## src/srw_pkg.sv

```systemverilog
// constants shared by the supervisor reset and watchdog block
package srw_pkg;

  // =====================================================================
  // clock and timebase
  // =====================================================================
  localparam int CLK_HZ       = 20_000_000;  // system clock rate
  localparam int OSC_HZ       = 10_240;      // internal oscillator rate
  localparam int OSC_DIV      = CLK_HZ / OSC_HZ;  // clocks per internal tick
  localparam int CNT_W        = 16;          // width of tick counters

  // =====================================================================
  // times in their own unit, and tick counts derived from them
  // =====================================================================
  localparam int RST_STD_MS   = 50;          // reset active, standard part
  localparam int RST_LONG_MS  = 200;         // reset active, long-reset part
  localparam int WD_FAST_MS   = 100;         // short watchdog timeout
  localparam int WD_SLOW_MS   = 1600;        // long watchdog timeout, 1.6 s
  localparam int RST_STD_TK   = RST_STD_MS * OSC_HZ / 1000;
  localparam int RST_LONG_TK  = RST_LONG_MS * OSC_HZ / 1000;
  localparam int WD_FAST_TK   = WD_FAST_MS * OSC_HZ / 1000;
  localparam int WD_SLOW_TK   = WD_SLOW_MS * OSC_HZ / 1000;

  // terminal counts in timebase cycles when the timebase pin drives timing
  localparam int EXT_WD_NORM  = 1024;
  localparam int EXT_WD_POST  = 4096;
  localparam int EXT_RST_STD  = 512;
  localparam int EXT_RST_LONG = 2048;

  // =====================================================================
  // service input levels
  // =====================================================================
  typedef enum logic [1:0] {
    SRW_SVC_MID  = 2'h0,
    SRW_SVC_LOW  = 2'h1,
    SRW_SVC_HIGH = 2'h2
  } srw_svc_e;

  // =====================================================================
  // register map, byte addresses
  // =====================================================================
  localparam int ADR_W = 8;
  localparam logic [ADR_W-1:0] REG_CTRL     = 8'h00;
  localparam logic [ADR_W-1:0] REG_STATUS   = 8'h04;
  localparam logic [ADR_W-1:0] REG_IRQ_STAT = 8'h08;
  localparam logic [ADR_W-1:0] REG_IRQ_MASK = 8'h0c;

  localparam int CTRL_WD_EN   = 0;           // watchdog enable bit
  localparam logic CTRL_RST   = 1'h1;        // watchdog enabled after reset

  localparam int EV_W         = 3;           // event bits
  localparam int EV_SUPPLY    = 0;           // supply fell below threshold
  localparam int EV_TIMEOUT   = 1;           // watchdog expired
  localparam int EV_BACKUP    = 2;           // backup supply taken over
  localparam logic [EV_W-1:0] EV_NONE = 3'h0;

  localparam int ST_RESET     = 0;           // status bit positions
  localparam int ST_WDS       = 1;
  localparam int ST_BACKUP    = 2;
  localparam int ST_LONG      = 3;
  localparam int ST_EXT       = 4;
  localparam int ST_FAST      = 5;
  localparam int ST_SVC       = 6;           // two bits, 7:6

endpackage

```

## src/srw_tick_if.sv

```systemverilog
// timebase ticks and sampled service level passed to the supervisor core
`timescale 1ns/100ps
interface srw_tick_if;
  logic               tick;      // one-cycle pulse per timebase period
  logic               ext_mode;  // timing taken from the timebase pin
  logic               fast_sel;  // short normal timeout selected
  srw_pkg::srw_svc_e  svc;       // service level, sampled on ticks

  modport gen (output tick, output ext_mode, output fast_sel, output svc);
  modport sink (input tick, input ext_mode, input fast_sel, input svc);
endinterface

```

## src/srw_timebase.sv

```systemverilog
// timebase source selection, tick generation and service sampling
`timescale 1ns/100ps
module srw_timebase #(
  parameter int OSC_DIV = srw_pkg::OSC_DIV
) (
  input  wire logic  clk_i,
  input  wire logic  rst_i,
  input  wire logic  en_i,
  input  wire logic  timebase_sel_i,
  input  wire logic  timebase_i,
  input  wire logic  service_hi_i,
  input  wire logic  service_lo_i,
  srw_tick_if.gen    tb
);
  import srw_pkg::*;

  logic [CNT_W-1:0] div_q;
  logic             tb_s1_q, tb_s2_q, tb_s3_q;
  logic             div_hit, ext_edge;

  // timebase pin may be a free clock: two flops, then a third for edges
  always_ff @(posedge clk_i) begin
    if (rst_i) begin
      tb_s1_q <= 1'h0;
      tb_s2_q <= 1'h0;
      tb_s3_q <= 1'h0;
    end else if (en_i) begin
      tb_s1_q <= timebase_i;
      tb_s2_q <= tb_s1_q;
      tb_s3_q <= tb_s2_q;
    end
  end

  assign ext_edge = tb_s2_q & ~tb_s3_q;
  assign div_hit  = (div_q == CNT_W'(OSC_DIV - 1));

  // internal oscillator stand-in: divide the system clock
  always_ff @(posedge clk_i) begin
    if (rst_i) begin
      div_q <= '0;
    end else if (en_i) begin
      div_q <= div_hit ? '0 : div_q + 1'h1;
    end
  end

  // select source, register tick and mode so each is a clean flop
  always_ff @(posedge clk_i) begin
    if (rst_i) begin
      tb.tick     <= 1'h0;
      tb.ext_mode <= 1'h0;
      tb.fast_sel <= 1'h0;
    end else if (en_i) begin
      tb.ext_mode <= ~timebase_sel_i;
      tb.tick     <= timebase_sel_i ? div_hit : ext_edge;
      tb.fast_sel <= timebase_sel_i & ~tb_s2_q;
    end
  end

  // service level taken once per tick so edges live on the timebase
  always_ff @(posedge clk_i) begin
    if (rst_i) begin
      tb.svc <= SRW_SVC_MID;
    end else if (en_i && (timebase_sel_i ? div_hit : ext_edge)) begin
      if (service_hi_i && !service_lo_i) begin
        tb.svc <= SRW_SVC_HIGH;
      end else if (service_lo_i && !service_hi_i) begin
        tb.svc <= SRW_SVC_LOW;
      end else begin
        tb.svc <= SRW_SVC_MID;
      end
    end
  end

endmodule

```

## src/srw_supervisor.sv

```systemverilog
// supervisor core: supply reset, reset stretch, watchdog, backup flag, wishbone
//
// What this block does
// - active-high reset is complement of active-low
// - select high or floating uses internal oscillator
// - select low times from timebase pin
// - internal reset period 50 or 200 ms
// - internal mode: timebase level picks normal timeout
// - after reset, timeout is long: 1.6 s internal, 4096 timebase cycles external
// - steady service past timeout drives status low
// - next service transition returns status high
// - midsupply service disables watchdog, status high
// - supply low forces watchdog status high
// - backup mode with 50/70 mV hysteresis
// - supply below threshold asserts reset immediately
// - hold reset for active period after recovery
// - every service transition restarts watchdog count
// - timeout also issues reset active pulse
// - normal timeout only after first post-reset transition
// - timebase high selects 1.6 s, low 100 ms
`timescale 1ns/100ps
module srw_supervisor #(
  parameter bit LONG_RESET  = 1'b0,                  // long-reset variant
  parameter int OSC_DIV     = srw_pkg::OSC_DIV,
  parameter int RST_STD_TK  = srw_pkg::RST_STD_TK,
  parameter int RST_LONG_TK = srw_pkg::RST_LONG_TK,
  parameter int WD_FAST_TK  = srw_pkg::WD_FAST_TK,
  parameter int WD_SLOW_TK  = srw_pkg::WD_SLOW_TK
) (
  input  wire logic                      clk_i,
  input  wire logic                      rst_i,
  input  wire logic                      en_i,
  // comparator and strap inputs
  input  wire logic                      supply_low_i,
  input  wire logic                      backup_near_i,
  input  wire logic                      backup_clear_i,
  input  wire logic                      timebase_sel_i,
  input  wire logic                      timebase_i,
  input  wire logic                      service_hi_i,
  input  wire logic                      service_lo_i,
  // outputs to the host
  output logic                           reset_n_o,
  output logic                           reset_o,
  output logic                           watchdog_status_out_o,
  output logic                           backup_active_flag_o,
  output logic                           irq_o,
  // wishbone classic slave
  input  wire logic                      wb_cyc_i,
  input  wire logic                      wb_stb_i,
  input  wire logic                      wb_we_i,
  input  wire logic [srw_pkg::ADR_W-1:0] wb_adr_i,
  input  wire logic [3:0]                wb_sel_i,
  input  wire logic [31:0]               wb_dat_i,
  output logic      [31:0]               wb_dat_o,
  output logic                           wb_ack_o
);
  import srw_pkg::*;

  // =====================================================================
  // timebase
  // =====================================================================
  srw_tick_if tb ();

  srw_timebase #(
    .OSC_DIV        (OSC_DIV)
  ) u_timebase (
    .clk_i          (clk_i),
    .rst_i          (rst_i),
    .en_i           (en_i),
    .timebase_sel_i (timebase_sel_i),
    .timebase_i     (timebase_i),
    .service_hi_i   (service_hi_i),
    .service_lo_i   (service_lo_i),
    .tb             (tb.gen)
  );

  // =====================================================================
  // declarations
  // =====================================================================
  logic [CNT_W-1:0] rst_cnt_q, rst_cnt_d;
  logic [CNT_W-1:0] wd_cnt_q;
  logic [CNT_W-1:0] rst_lim, wd_lim;
  logic             in_reset_q, in_reset_d;
  logic             long_q;
  logic             wds_q;
  logic             backup_q;
  logic             supply_low_q;
  srw_svc_e         svc_prev_q;
  logic             svc_edge, wd_active, timeout;
  logic             ctrl_wd_en_q;
  logic [EV_W-1:0]  irq_stat_q, irq_mask_q, events, w1c;
  logic             req, wr_fire, rd_fire;
  logic [31:0]      rd_data;

  // =====================================================================
  // terminal counts
  // =====================================================================
  // one counter serves both sources; only the terminal counts differ
  always_comb begin
    if (tb.ext_mode) begin
      rst_lim = LONG_RESET ? CNT_W'(EXT_RST_LONG) : CNT_W'(EXT_RST_STD);
      if (long_q) begin
        wd_lim = CNT_W'(EXT_WD_POST);
      end else begin
        wd_lim = CNT_W'(EXT_WD_NORM);
      end
    end else begin
      rst_lim = LONG_RESET ? CNT_W'(RST_LONG_TK) : CNT_W'(RST_STD_TK);
      if (long_q || !tb.fast_sel) begin
        wd_lim = CNT_W'(WD_SLOW_TK);
      end else begin
        wd_lim = CNT_W'(WD_FAST_TK);
      end
    end
  end

  // =====================================================================
  // watchdog edge and timeout detection
  // =====================================================================
  // an edge is any change onto a driven level; mid means watchdog off
  assign svc_edge  = tb.tick && (tb.svc != svc_prev_q)
                     && (tb.svc != SRW_SVC_MID);
  assign wd_active = ctrl_wd_en_q && !in_reset_q
                     && (tb.svc != SRW_SVC_MID);
  // >= so a limit that shrinks mid-count still expires
  assign timeout   = tb.tick && wd_active && !svc_edge
                     && (wd_cnt_q >= wd_lim - 1'h1);

  // previous sampled service level, moved only on ticks
  always_ff @(posedge clk_i) begin
    if (rst_i) begin
      svc_prev_q <= SRW_SVC_MID;
    end else if (en_i && tb.tick) begin
      svc_prev_q <= tb.svc;
    end
  end

  // watchdog counter: restarts on edges and while held off
  always_ff @(posedge clk_i) begin
    if (rst_i) begin
      wd_cnt_q <= '0;
    end else if (en_i) begin
      if (!wd_active || svc_edge || timeout) begin
        wd_cnt_q <= '0;
      end else if (tb.tick) begin
        wd_cnt_q <= wd_cnt_q + 1'h1;
      end
    end
  end

  // long timeout armed by any reset, dropped on first later edge
  always_ff @(posedge clk_i) begin
    if (rst_i) begin
      long_q <= 1'h1;
    end else if (en_i) begin
      if (in_reset_q) begin
        long_q <= 1'h1;
      end else if (svc_edge) begin
        long_q <= 1'h0;
      end
    end
  end

  // =====================================================================
  // reset generation
  // =====================================================================
  // supply low overrides everything; the stretch counts only above threshold
  always_comb begin
    in_reset_d = in_reset_q;
    rst_cnt_d  = rst_cnt_q;
    if (supply_low_i) begin
      in_reset_d = 1'h1;
      rst_cnt_d  = '0;
    end else if (timeout) begin
      in_reset_d = 1'h1;
      rst_cnt_d  = '0;
    end else if (in_reset_q && tb.tick) begin
      if (rst_cnt_q >= rst_lim - 1'h1) begin
        in_reset_d = 1'h0;
        rst_cnt_d  = '0;
      end else begin
        rst_cnt_d  = rst_cnt_q + 1'h1;
      end
    end
  end

  // both polarities come from the same next value, so they never disagree
  always_ff @(posedge clk_i) begin
    if (rst_i) begin
      in_reset_q <= 1'h1;
      rst_cnt_q  <= '0;
      reset_n_o  <= 1'h0;
      reset_o    <= 1'h1;
    end else if (en_i) begin
      in_reset_q <= in_reset_d;
      rst_cnt_q  <= rst_cnt_d;
      reset_n_o  <= ~in_reset_d;
      reset_o    <= in_reset_d;
    end
  end

  // =====================================================================
  // watchdog status output
  // =====================================================================
  // forcing terms win over a timeout in the same cycle
  always_ff @(posedge clk_i) begin
    if (rst_i) begin
      wds_q <= 1'h1;
    end else if (en_i) begin
      if (supply_low_i) begin
        wds_q <= 1'h1;
      end else if (tb.svc == SRW_SVC_MID) begin
        wds_q <= 1'h1;
      end else if (svc_edge) begin
        wds_q <= 1'h1;
      end else if (timeout) begin
        wds_q <= 1'h0;
      end
    end
  end

  assign watchdog_status_out_o = wds_q;

  // =====================================================================
  // backup supply indicator
  // =====================================================================
  // the comparators give the two margins; entry wins if both are seen
  always_ff @(posedge clk_i) begin
    if (rst_i) begin
      backup_q <= 1'h0;
    end else if (en_i) begin
      if (backup_near_i) begin
        backup_q <= 1'h1;
      end else if (backup_clear_i) begin
        backup_q <= 1'h0;
      end
    end
  end

  assign backup_active_flag_o = backup_q;

  // =====================================================================
  // events and interrupt
  // =====================================================================
  // supply event on the falling edge of the supply only
  always_ff @(posedge clk_i) begin
    if (rst_i) begin
      supply_low_q <= 1'h0;
    end else if (en_i) begin
      supply_low_q <= supply_low_i;
    end
  end

  assign events[EV_SUPPLY]  = supply_low_i & ~supply_low_q;
  assign events[EV_TIMEOUT] = timeout;
  assign events[EV_BACKUP]  = backup_near_i & ~backup_q;

  assign req     = wb_cyc_i & wb_stb_i;
  assign wr_fire = req & wb_we_i & ~wb_ack_o;
  assign rd_fire = req & ~wb_we_i & ~wb_ack_o;
  assign w1c     = (wr_fire && wb_sel_i[0] && wb_adr_i == REG_IRQ_STAT)
                   ? wb_dat_i[EV_W-1:0] : EV_NONE;

  // sticky status: a new event beats a clear in the same cycle
  always_ff @(posedge clk_i) begin
    if (rst_i) begin
      irq_stat_q <= EV_NONE;
    end else if (en_i) begin
      irq_stat_q <= (irq_stat_q & ~w1c) | events;
    end
  end

  always_ff @(posedge clk_i) begin
    if (rst_i) begin
      irq_o <= 1'h0;
    end else if (en_i) begin
      irq_o <= |(irq_stat_q & irq_mask_q);
    end
  end

  // =====================================================================
  // wishbone slave
  // =====================================================================
  // writable registers use byte lane 0 only; upper lanes have no bits
  always_ff @(posedge clk_i) begin
    if (rst_i) begin
      ctrl_wd_en_q <= CTRL_RST;
      irq_mask_q   <= EV_NONE;
    end else if (en_i && wr_fire && wb_sel_i[0]) begin
      if (wb_adr_i == REG_CTRL) begin
        ctrl_wd_en_q <= wb_dat_i[CTRL_WD_EN];
      end
      if (wb_adr_i == REG_IRQ_MASK) begin
        irq_mask_q <= wb_dat_i[EV_W-1:0];
      end
    end
  end

  // read mux; unmapped addresses answer with zero
  always_comb begin
    rd_data = '0;
    case (wb_adr_i)
      REG_CTRL: begin
        rd_data[CTRL_WD_EN] = ctrl_wd_en_q;
      end
      REG_STATUS: begin
        rd_data[ST_RESET]           = in_reset_q;
        rd_data[ST_WDS]             = wds_q;
        rd_data[ST_BACKUP]          = backup_q;
        rd_data[ST_LONG]            = long_q;
        rd_data[ST_EXT]             = tb.ext_mode;
        rd_data[ST_FAST]            = tb.fast_sel;
        rd_data[ST_SVC+1:ST_SVC]    = tb.svc;
      end
      REG_IRQ_STAT: begin
        rd_data[EV_W-1:0] = irq_stat_q;
      end
      REG_IRQ_MASK: begin
        rd_data[EV_W-1:0] = irq_mask_q;
      end
      default: begin
        rd_data = '0;
      end
    endcase
  end

  // one wait state: ack a cycle after the strobe, drop it a cycle later
  always_ff @(posedge clk_i) begin
    if (rst_i) begin
      wb_ack_o <= 1'h0;
      wb_dat_o <= '0;
    end else if (en_i) begin
      wb_ack_o <= req & ~wb_ack_o;
      if (rd_fire) begin
        wb_dat_o <= rd_data;
      end
    end
  end

endmodule

```

## config.mk

```make
export PLATFORM = sky130hd
export DESIGN_NAME = srw_supervisor
export DESIGN_NICKNAME = d
export VERILOG_FILES = /design/src/srw_pkg.sv /design/src/srw_tick_if.sv /design/src/srw_timebase.sv /design/src/srw_supervisor.sv
export SDC_FILE = /design/constraint.sdc
export NUM_CORES = 1
export LEC_CHECK = 0
export ABC_AREA = 1
export BUFFER_PORTS_ARGS = -buffer_cell sky130_fd_sc_hd__clkbuf_2
export CAP_MARGIN = 40
export CORE_UTILIZATION = 40
export DETAILED_ROUTE_END_ITERATION = 8
export HOLD_SLACK_MARGIN = 0.05
export PLACE_DENSITY = 0.71
export SYNTH_ARGS = -nofsm -noshare
export SYNTH_HDL_FRONTEND = slang
export SYNTH_SLANG_ARGS = --single-unit
```

## constraint.sdc

```tcl
create_clock -name clk_i -period 2.1 [get_ports clk_i]
set_input_delay 0.42 -clock clk_i [delete_from_list [all_inputs] [get_ports clk_i]]
set_output_delay 0.42 -clock clk_i [all_outputs]
set_load 0.03 [all_outputs]
```

Word level (Yosys, flattened, before mapping)
Index checks and enable logic that the tools add are counted.

Output and inout port bits: 38. Latch bits: 0. Word-level logic and storage cells: 127. Bits in writable memories: 0. ROM bits: 0. Memories kept: 0. Flip-flop bits (word level): 81.

Shift operators: 0. $lt $le $gt $ge: 2. Multiplexer cells: 29. Add/subtract/negate cells: 4. Reductions and logical operators: 42. Bitwise gates (word level): 22. Multiply operators: 0. Divide/modulo/power cells: 0. Equal/unequal tests: 5.

Operators with widths (number): 2-to-1 mux 16 bit (8); adder 16 x 1 -> 16 bit (second input constant) (3); equality test 16 x 11 -> 1 bit (second input constant) (1); equality test 8 x 4 -> 1 bit (second input constant) (2); greater-or-equal comparator 16 bit (1); greater-or-equal comparator 16 x 9 -> 1 bit (second input constant) (1); logical AND 1 bit (16); AND reduction 2 bit (8); subtractor 16 x 1 -> 16 bit (second input constant) (1); 2-to-1 mux 15 bit (1); 2-to-1 mux 1 bit (14); 2-to-1 mux 13 bit (1); AND 1 bit (10); equality test 8 x 3 -> 1 bit (second input constant) (1); zero test 8 bit (1); inverter 1 bit (8); nonzero test 2 bit (4); AND 3 bit (2); zero test 1 bit (6); case mux 2 bit (3 select lines) (1); 2-to-1 mux 5 bit (1); case mux 1 bit (4 select lines) (1); nonzero test 4 bit (1); logical OR 1 bit (3); other kinds (8) (8).

Logic depth before layout (Yosys ltp)
Gate-level depths: netlist (run 1).

Depth in word-level cells: 11. Mapped depth: 19. Gate-level depth less buffers: 18.

Hierarchy
From an unflattened synthesis (run 1), not the netlist that was laid out.

Cells, all modules: 647. Area total of the unflattened synthesis: 4454.3 um2.

By module, submodules not included: srw_supervisor (area each 3145.5 um2, cells an instance 447, instances 1, sequential area each 1141.1 um2); srw_timebase (area each 1308.8 um2, cells an instance 200, instances 1, sequential area each 480.5 um2).

Worst setup path after synthesis (run 1)
No wires, ideal clock.

Path kind: flip-flop to flip-flop. From: register u_timebase.tb.fast_sel. To: register rst_cnt_q[0]. Required time: 1.986 ns. Cell stages (with the launch flop): 19. Data arrival time: 2.181 ns. Path buffers: 1. Clock period less this slack: 2.295 ns. Slack: -0.195 ns. Path through: dfxtp_1 inv_1 o21bai_1 nand2_1 ha_1 xor2_1 ha_1 nand2_1 inv_1 nand2_1 nor2_1 nand2_1 nand2_1 nand2_4 nand3_4 nand2_4 buf_6 a21oi_1 nor2_1.

Longest elaborated chain between the ends: 9.

RTL lines: start, declared (RTL line srw_tick_if.sv:9) `modport gen (output tick, output ext_mode, output fast_sel, output svc);`; start signal, assigned (RTL line srw_timebase.sv:55) `tb.fast_sel <= timebase_sel_i & ~tb_s2_q;`; zero test 1 bit (*) (RTL line srw_supervisor.sv:109) `if (long_q || !tb.fast_sel) begin`; logical OR 1 bit (*) (RTL line srw_supervisor.sv:109); 2-to-1 mux 15 bit (*) (RTL line srw_supervisor.sv:109); 2-to-1 mux 16 bit (*) (RTL line srw_supervisor.sv:100) `if (tb.ext_mode) begin`; subtractor 16 x 1 -> 16 bit (*) (RTL line srw_supervisor.sv:127) `&& (wd_cnt_q >= wd_lim - 1'h1);`; greater-or-equal comparator 16 bit (*) (RTL line srw_supervisor.sv:127); logical AND 1 bit (*) (RTL line srw_supervisor.sv:127); nonzero test 3 bit (no source line) or 2-to-1 mux 16 bit (tied branches); AND reduction 2 bit (no source line) or 2-to-1 mux 16 bit (tied branches); end signal, assigned (RTL line srw_supervisor.sv:196) `rst_cnt_q <= rst_cnt_d;`; end, declared (RTL line srw_supervisor.sv:80) `logic [CNT_W-1:0] rst_cnt_q, rst_cnt_d;`.

Mark *: on every way between the ends. The rest lies on a longest branch, timed or not. A chain may end at the register's enable or synchronous reset.

Worst setup path in the final report (run 1)
From: register u_timebase.tb.fast_sel. To: register rst_cnt_q[6].

Same word-level chain as after synthesis.

==> results of run 1 <==
[flip-flops by register name (all words and copies together), names as in the netlist]
register / flops
wb_ack_o: 1
irq_o: 1
u_timebase.tb_s3_q: 1
long_q: 1
irq_stat_q: 3
ctrl_wd_en_q: 1
u_timebase.tb.ext_mode: 1
u_timebase.tb_s1_q: 1
u_timebase.tb.tick: 1
wd_cnt_q: 16
u_timebase.div_q: 16
svc_prev_q: 2
irq_mask_q: 3
supply_low_q: 1
reset_n_o: 1
watchdog_status_out_o: 1
wb_dat_o: 8
backup_active_flag_o: 1
u_timebase.tb.fast_sel: 1
in_reset_q: 1
u_timebase.tb.svc: 2
u_timebase.tb_s2_q: 1
rst_cnt_q: 16
[power breakdown]
| part | total, µW | internal (µW) | leakage [µW] | switching, µW |
|---|---|---|---|---|
| clock | 1250 | 669 | 0.000110 | 585 |
| sequential | 1600 | 1570 | 0.000658 | 31.5 |
| combinational | 417 | 133 | 0.00137 | 284 |
[final cells by class]
cell class / count / area [µm²] / area share, %
Clock buffer: 9 / 123.9 / 2.409
Clock inverter: 6 / 91.34 / 1.777
Inverter: 63 / 241.5 / 4.697
Multi-Input combinational cell: 447 / 2510 / 48.82
Sequential cell: 81 / 1625 / 31.61
Tap cell: 136 / 170.2 / 3.310
Timing Repair Buffer: 60 / 379.1 / 7.374
[metrics by stage]
stage / hold WS, ns / utilization (%) / cells
floorplan: 0.4168 / - / 625
global placement: 0.4268 / 44.78 / 778
detailed placement: 0.4286 / 44.78 / 778
CTS: 0.3079 / 47.82 / 799
global route: 0.3121 / 49.58 / 802
finish: 0.3158 / 49.58 / 802
[worst max path at each step]
stage | end | from | slack, ns | depth (start not counted)
2_1_floorplan | rst_cnt_q[6] | u_timebase.tb.fast_sel | -0.17 | 19
3_3_place_gp | wd_cnt_q[4] | u_timebase.tb.fast_sel | -0.26 | 17
3_5_place_dp | wd_cnt_q[1] | u_timebase.tb.ext_mode | -0.32 | 16
4_1_cts | wd_cnt_q[6] | u_timebase.tb.fast_sel | -0.23 | 17
5_1_grt | rst_cnt_q[6] | u_timebase.tb.fast_sel | -0.44 | 19
6_report | rst_cnt_q[6] | u_timebase.tb.fast_sel | -0.32 | 19
[what timing repair did]
item,in CTS,in global routing
endpoints found under the setup margin,36,36
gates cloned,1,1
resized for setup,13,39
pin swaps,6,11
buffers inserted,5,2
[kinds of logic (layout without fill, tap and decap cells)]
kind of cell | count (synthesis) | after routing | synth area share [%]
AO/OA/AOI/OAI | 75 | 75 | 9.721
other | 2 | 25 | 0.1742
AND/OR/NAND/NOR | 318 | 320 | 34.91
XOR/XNOR | 16 | 16 | 3.250
buffers and inverters | 99 | 138 | 11.14
flip-flops | 81 | 81 | 37.61
adder cells (fa/ha/maj) | 11 | 11 | 3.192
[cells in the final DEF, fill, tap and decap left out, drive strengths merged, types with 7 or more instances in the layout]
master and instances:
a21oi 42, clkbuf 47, nor2 96, or2 7, inv 64, buf 22
o21ai 16, nand3 39, nand4 14, xor2 14, nor3 17, ha 11
dfxtp 81, conb 25, nand2 138
[layer usage]
layer  up-vias  GRT usage [%]
met1      1838          20.55
met2        63          31.98
li1       2023              -
met3         9          4.515
met4         0          3.274
met5         -              0
[worst register-to-register path, stage by stage, from the launching register on]
cell	delay (ns)
sky130_fd_sc_hd__dfxtp_2	0.34
sky130_fd_sc_hd__inv_2	0.03
sky130_fd_sc_hd__o21bai_1	0.17
sky130_fd_sc_hd__nand2_1	0.10
sky130_fd_sc_hd__ha_2	0.19
sky130_fd_sc_hd__xor2_1	0.16
sky130_fd_sc_hd__ha_1	0.26
sky130_fd_sc_hd__nand2_1	0.08
sky130_fd_sc_hd__inv_2	0.04
sky130_fd_sc_hd__nand2_1	0.06
sky130_fd_sc_hd__nand2_1	0.05
sky130_fd_sc_hd__nor2_1	0.12
sky130_fd_sc_hd__nand2_2	0.08
sky130_fd_sc_hd__nand2_4	0.11
sky130_fd_sc_hd__nand3_4	0.13
sky130_fd_sc_hd__buf_12	0.17
sky130_fd_sc_hd__nand2_8	0.10
sky130_fd_sc_hd__nand2_4	0.05
sky130_fd_sc_hd__nand2_2	0.05
sky130_fd_sc_hd__nor2_2	0.03
==> flow_summary.yaml, run 1 <==
timing:
  timing.slew.headroom_pct: 62.58
  worstMarginPinSlew_ns: 0.5607
  report.final.hold_viol_count: 0
  setup_repair_after_global_routing_missed_its_margin: "yes"
  setup-violations-final: 36
  setup-tns-final_ns: -8.015
  achievable-frequency_mhz: 413.6
  fin_crit_ns: 2.418
  clk_skew_ns: 0.008067
  timing_max_transition_violations_final: 0
  final_critical_path_setup_slack_ns: -0.3177
  finalCritPeriodShare_pct: 115.1
critical_path:
  crit_path_max_incr_delay_ns: 0.34
  timing.critical_path.cells: "inv_2 > o21bai_1 > nand2_1 > ha_2 > xor2_1 > ha_1 > nand2_1 > inv_2 > nand2_1 > nand2_1 > nor2_1 > nand2_2 > nand2_4 > nand3_4 > buf_12 > nand2_8 > nand2_4 > nand2_2 > nor2_2"
  timing.critical_path.max_delay_family: "simple AND/OR/NAND/NOR gates"
  critPathCaptureType: "register"
  crit_type: "register to register"
  cp_slowest_cell: "sky130_fd_sc_hd__dfxtp_2"
  r2r-end: "rst_cnt_q[6]"
  worst-r2r-cell-count: 19
  worstPathArrival_ns: 2.68
  crit_required_ns: 2.36
  cp-start-kind: "register"
  rrSetupSlack_ns: -0.32
  cpMostUsedCell: "sky130_fd_sc_hd__nand2_1"
  crit_fanout: 8
  critical_path.reg2reg.startpoint: "u_timebase.tb.fast_sel"
  critical_path_buf_inv_count: 3
cts:
  cts.sink_count: 81
  cts.hold.buffers_added: 0
  clk_pin_slew_worst_paths_ns: 0.09
  number_of_buffers_created_by_cts: 9
  clock_tree_from_tritoncts: "yes"
  cts_max_level: 3
  cts_max_path_buffers: 2
  cts.root.buffer_cell: "sky130_fd_sc_hd__clkbuf_8"
  worstSkewPairLatency_ns: 0.35
pwr:
  p_leak_uw: 0.002137
  worst_ir_drop_vdd_uv: 368.5
  pwr_density_cell_nw_per_um2: 637.1
  design_power_total_uw: 3276
grt:
  antenna_found_initial: 0
  largest_net_degree_at_the_start_of_global_routing: 31
  grt_pass1_vias: 3805
  groute.usage.overall_pct: 17.50
  wire_length_of_the_first_global_routing_pass_um: 16190
  globalRouteOverflowTotal: 0
routing:
  total_iterations_of_the_first_detailed_routing_run: 5
  via_count: 3933
  topRoutingLayerUsed: "met4"
  wl_met3_um: 335
  dr.first_iter.drc_count: 154
  post_drt_wl_per_cell_um: 11.98
  drc: 0
  drtAntennaViolNets: 0
  detail_route.wirelength.met1_um: 4233
  postRouteWirelength_um: 9610
  met2_length_um: 4933
  vias_per_cell: 4.904
synthesis:
  synth-warning-count: 0
  ys_async_sr_fraction_pct: 0
  share_of_the_yosys_chip_area_belonging_to_registers_pct: 37.61
  synth_largest_type_area_fraction_pct: 37.61
  ys_dominant_reg_cell: "sky130_fd_sc_hd__dfxtp_1"
  ys_top_cells_by_area: "sky130_fd_sc_hd__dfxtp_1 38%, sky130_fd_sc_hd__nand2_1 11%, sky130_fd_sc_hd__nor2_1 7.6%"
  synth.distinct_cells: 43
  netlist_area_um2: 4312
  yosys_register_bits: 81
  synth_top_area_cell: "sky130_fd_sc_hd__dfxtp_1"
  yosys-top-cells-count: "127 x sky130_fd_sc_hd__nand2_1, 87 x sky130_fd_sc_hd__nor2_1, 81 x sky130_fd_sc_hd__dfxtp_1"
  synth_area_per_cell_um2: 7.162
  most_frequently_used_cell_type_in_the_post_synthesis_netlist: "sky130_fd_sc_hd__nand2_1"
  syn-instance-count: 602
  synth_edf_count: 0
finish:
  finish.instance_area_um2: 5141
  fillers: 1023
  fin_nets: 730
  diode_insertion_count_for_antenna_repair: 0
  flow.area_growth_from_synthesis_pct: 19.24
  final_layout_size_suffix_gt1_share_pct: 24.17
die:
  fp.dieW_um: 105.8
  pin_count: 95
  num_rows: 37
  core_area_um2: 10370
  initial_utilization_pct: 41.58
  die_height_um: 105.8
  die_area_um2: 11200
run_status:
  run_status: "complete, but fails checks"
  violations: "negative setup slack"
place:
  dp_hpwl_um: 6767
  dp_area_um2: 4643
  gp_congestion: 0.8592
  place.port_buffers: 38
  pre_cts_ws_ns: -0.3187
job:
  drv.max_cap_violation_count: 0
hold_path:
  type_of_the_most_critical_hold_path: "primary input to register"
  min_delay_startpoint: "backup_near_i"
  endpoint_of_the_worst_hold_path: "backup_active_flag_o"
  hold_depth: 3
(Power assumes the default switching activity.)
==> inputs of run 2 (changes only) <==
--- a/config.mk
+++ b/config.mk
@@ -5,7 +5,6 @@
 export SDC_FILE = /design/constraint.sdc
 export NUM_CORES = 1
 export LEC_CHECK = 0
-export ABC_AREA = 1
 export BUFFER_PORTS_ARGS = -buffer_cell sky130_fd_sc_hd__clkbuf_2
 export CAP_MARGIN = 40
 export CORE_UTILIZATION = 40
@@ -15,3 +14,4 @@
 export SYNTH_ARGS = -nofsm -noshare
 export SYNTH_HDL_FRONTEND = slang
 export SYNTH_SLANG_ARGS = --single-unit
+export TNS_END_PERCENT = 50
==> flow_summary.yaml, run 2 <==
timing:
  hold-worst-slack_ns: 0.3019
  finalCritPeriodShare_pct: 111.7
  timing_max_transition_violations_final: 0
  clk_skew_ns: 0.01134
  achievable-frequency_mhz: 426.4
  final_critical_path_setup_slack_ns: -0.2451
  timing.slew.headroom_pct: 45.73
  setup_repair_after_global_routing_missed_its_margin: "yes"
  report.final.hold_viol_count: 0
  worstMarginPinSlew_ns: 0.8072
  fin_crit_ns: 2.345
  setup-violations-final: 36
critical_path:
  cp-start-kind: "register"
  critical_path.startpoint: "u_timebase.tb.ext_mode"
  r2r-end: "wd_cnt_q[5]"
  worst-r2r-cell-count: 13
  crit_fanout: 8
  critPathCaptureType: "register"
  crit_required_ns: 2.31
  worstPathArrival_ns: 2.56
  critical_path.reg2reg.startpoint: "u_timebase.tb.ext_mode"
  rrSetupSlack_ns: -0.25
  crit_type: "register to register"
  cp-endpoint: "wd_cnt_q[5]"
synthesis:
  most_frequently_used_cell_type_in_the_post_synthesis_netlist: "sky130_fd_sc_hd__dfxtp_1"
  ys_top_cells_by_area: "sky130_fd_sc_hd__dfxtp_1 38%, sky130_fd_sc_hd__buf_4 4.6%, sky130_fd_sc_hd__nor2_1 4.4%"
  synth_area_per_cell_um2: 8.581
  synth_top_area_cell: "sky130_fd_sc_hd__dfxtp_1"
  synth-warning-count: 0
  netlist_area_um2: 4230
  yosys_register_bits: 81
  share_of_the_yosys_chip_area_belonging_to_registers_pct: 38.33
  syn-instance-count: 493
  ys_async_sr_fraction_pct: 0
  synth_edf_count: 0
  yosys-top-cells-count: "81 x sky130_fd_sc_hd__dfxtp_1, 50 x sky130_fd_sc_hd__nor2_1, 36 x sky130_fd_sc_hd__nand2_1"
  synth.distinct_cells: 65
  ys_dominant_reg_cell: "sky130_fd_sc_hd__dfxtp_1"
  synth_largest_type_area_fraction_pct: 38.33
run_status:
  violations: "negative setup slack"
  run_status: "complete, but fails checks"
finish:
  fillers: 946
  layout.cells.most_common: "sky130_fd_sc_hd__dfxtp_1"
  final_layout_size_suffix_gt1_share_pct: 26.33
  fin_nets: 625
  diode_insertion_count_for_antenna_repair: 0
  largest_registers: "rst_cnt_q (16), u_timebase.div_q (16), wd_cnt_q (16)"
  flow.area_growth_from_synthesis_pct: 24.08
  layout.core_utilization_pct: 51.07
  layout_common_cells: "79 x sky130_fd_sc_hd__dfxtp_1, 49 x sky130_fd_sc_hd__nor2_1, 38 x sky130_fd_sc_hd__clkbuf_2"
grt:
  antenna_found_initial: 0
  wire_length_of_the_first_global_routing_pass_um: 16390
  use_met3_pct: 3.057
  globalRoute.busiestLayer: "met2"
  groute.usage.overall_pct: 18.19
  largest_net_degree_at_the_start_of_global_routing: 53
  globalRouteMet2Util_pct: 31.08
  groute.layer.met1.usage_pct: 22.84
  globalRouteOverflowTotal: 0
  grt_pass1_vias: 3630
cts:
  clk_pin_slew_worst_paths_ns: 0.09
  cts.sink_count: 81
  cts_max_level: 3
  clock_tree_from_tritoncts: "yes"
  cts_max_path_buffers: 2
  cts.root.buffer_cell: "sky130_fd_sc_hd__clkbuf_8"
  number_of_buffers_created_by_cts: 9
  worstSkewPairLatency_ns: 0.35
die:
  fp.dieW_um: 104.8
  core_area_um2: 10280
  initial_utilization_pct: 41.16
  num_rows: 37
  pin_count: 95
  die_area_um2: 10990
  die_height_um: 104.8
job:
  drv.max_cap_violation_count: 0
routing:
  postRouteWirelength_um: 9793
  dr.first_iter.drc_count: 217
  total_iterations_of_the_first_detailed_routing_run: 5
  post_drt_wl_per_cell_um: 14.03
  via_count: 3763
  drtAntennaViolNets: 0
  vias_per_cell: 5.391
  drc: 0
pwr:
  design_power_total_uw: 2973
  comb_power_share_pct: 10.5
  p_clk_share_pct: 36.6
  worst_ir_drop_vdd_uv: 283.3
  p_leak_uw: 0.001925
  switching_fraction_pct: 27.35
  power.internal_uw: 2160
  p_sw_uw: 813.1
  pwr_density_cell_nw_per_um2: 566.5
  p_seq_share_pct: 52.9
place:
  pre_cts_ws_ns: -0.3411
  place.port_buffers: 38
  gp_congestion: 0.7935
  dp_hpwl_um: 6486
hold_path:
  type_of_the_most_critical_hold_path: "primary input to register"
run 2: area by class of cell:
class                           count  area (µm²)  area share (%)
Multi-Input combinational cell    370        2696           51.37
Sequential cell                    81        1624           30.94
Timing Repair Buffer               71       479.2           9.130
Tap cell                          136       170.2           3.242
Clock buffer                       11       151.4           2.884
Inverter                           24       90.09           1.716
Clock inverter                      5       37.54          0.7151
run 2: worst min path at each step:
stage	from	end	slack, ns	depth (start not counted)
final	timebase_i	u_timebase.tb_s1_q	0.30	3
after floorplan	rst_cnt_q[15]	rst_cnt_q[15]	0.41	2
after detailed placement	rst_cnt_q[14]	rst_cnt_q[14]	0.42	2
after global placement	rst_cnt_q[13]	rst_cnt_q[13]	0.42	2
after CTS	timebase_i	u_timebase.tb_s1_q	0.29	3
after global routing	timebase_i	u_timebase.tb_s1_q	0.32	3
run 2: cell families after synthesis:
group	count (synthesis)	share of synthesized area (%)
AND/OR/NAND/NOR	202	25.29
AO/OA/AOI/OAI	89	15.05
flip-flops	81	38.33
buffers and inverters	67	8.636
XOR/XNOR	27	5.590
multiplexers	14	3.668
adder cells (fa/ha/maj)	11	3.253
other	2	0.1775
run 2: power by group through the flow:
| stage | sequential (µW) | clock (µW) | combinational [µW] |
|---|---|---|---|
| 2_1_floorplan | 1610 | 0 | 223 |
| 3_3_place_gp | 1610 | 0 | 254 |
| 3_5_place_dp | 1610 | 0 | 260 |
| 4_1_cts | 1570 | 1110 | 279 |
| 5_1_grt | 1580 | 1170 | 334 |
| 6_report | 1570 | 1090 | 312 |
run 2: stage by stage:
| step | instances | area [µm²] | setup TNS [ns] |
|---|---|---|---|
| after floorplan | 516 | 4342 | -1.608 |
| after CTS | 697 | 5056 | -6.789 |
| after global placement | 674 | 4626 | -8.467 |
| after global routing | 698 | 5249 | -10.09 |
| final | 698 | 5249 | -7.306 |
| after detailed placement | 674 | 4626 | -9.956 |
run 2: layer usage:
layer / share of wire [%] / wire length [µm]
met1: 45 / 4451
met2: 49 / 4769
met3: 4.3 / 419
met4: 1.6 / 153
met5: 0 / 0
run 2: what timing repair did:
action / in CTS / in global routing
endpoints found under the setup margin: 36 / 36
endpoints found under the hold margin: 0 / 0
setup buffers: 5 / 0
cloned: 2 / 1
pin swaps: 22 / 16
gates resized for setup: 27 / 27
hold buffers: 0 / 0
run 2: worst max-delay path, cell delays in order, from the launching register on:
cell	delay (ns)
sky130_fd_sc_hd__dfxtp_2	0.34
sky130_fd_sc_hd__nor2_2	0.04
sky130_fd_sc_hd__nor2_1	0.12
sky130_fd_sc_hd__inv_1	0.09
sky130_fd_sc_hd__ha_4	0.18
sky130_fd_sc_hd__xnor2_4	0.13
sky130_fd_sc_hd__ha_4	0.29
sky130_fd_sc_hd__o21ai_4	0.07
sky130_fd_sc_hd__o21ai_4	0.21
sky130_fd_sc_hd__o211ai_1	0.10
sky130_fd_sc_hd__buf_4	0.18
sky130_fd_sc_hd__a21oi_4	0.19
sky130_fd_sc_hd__buf_12	0.19
sky130_fd_sc_hd__nor3_4	0.05
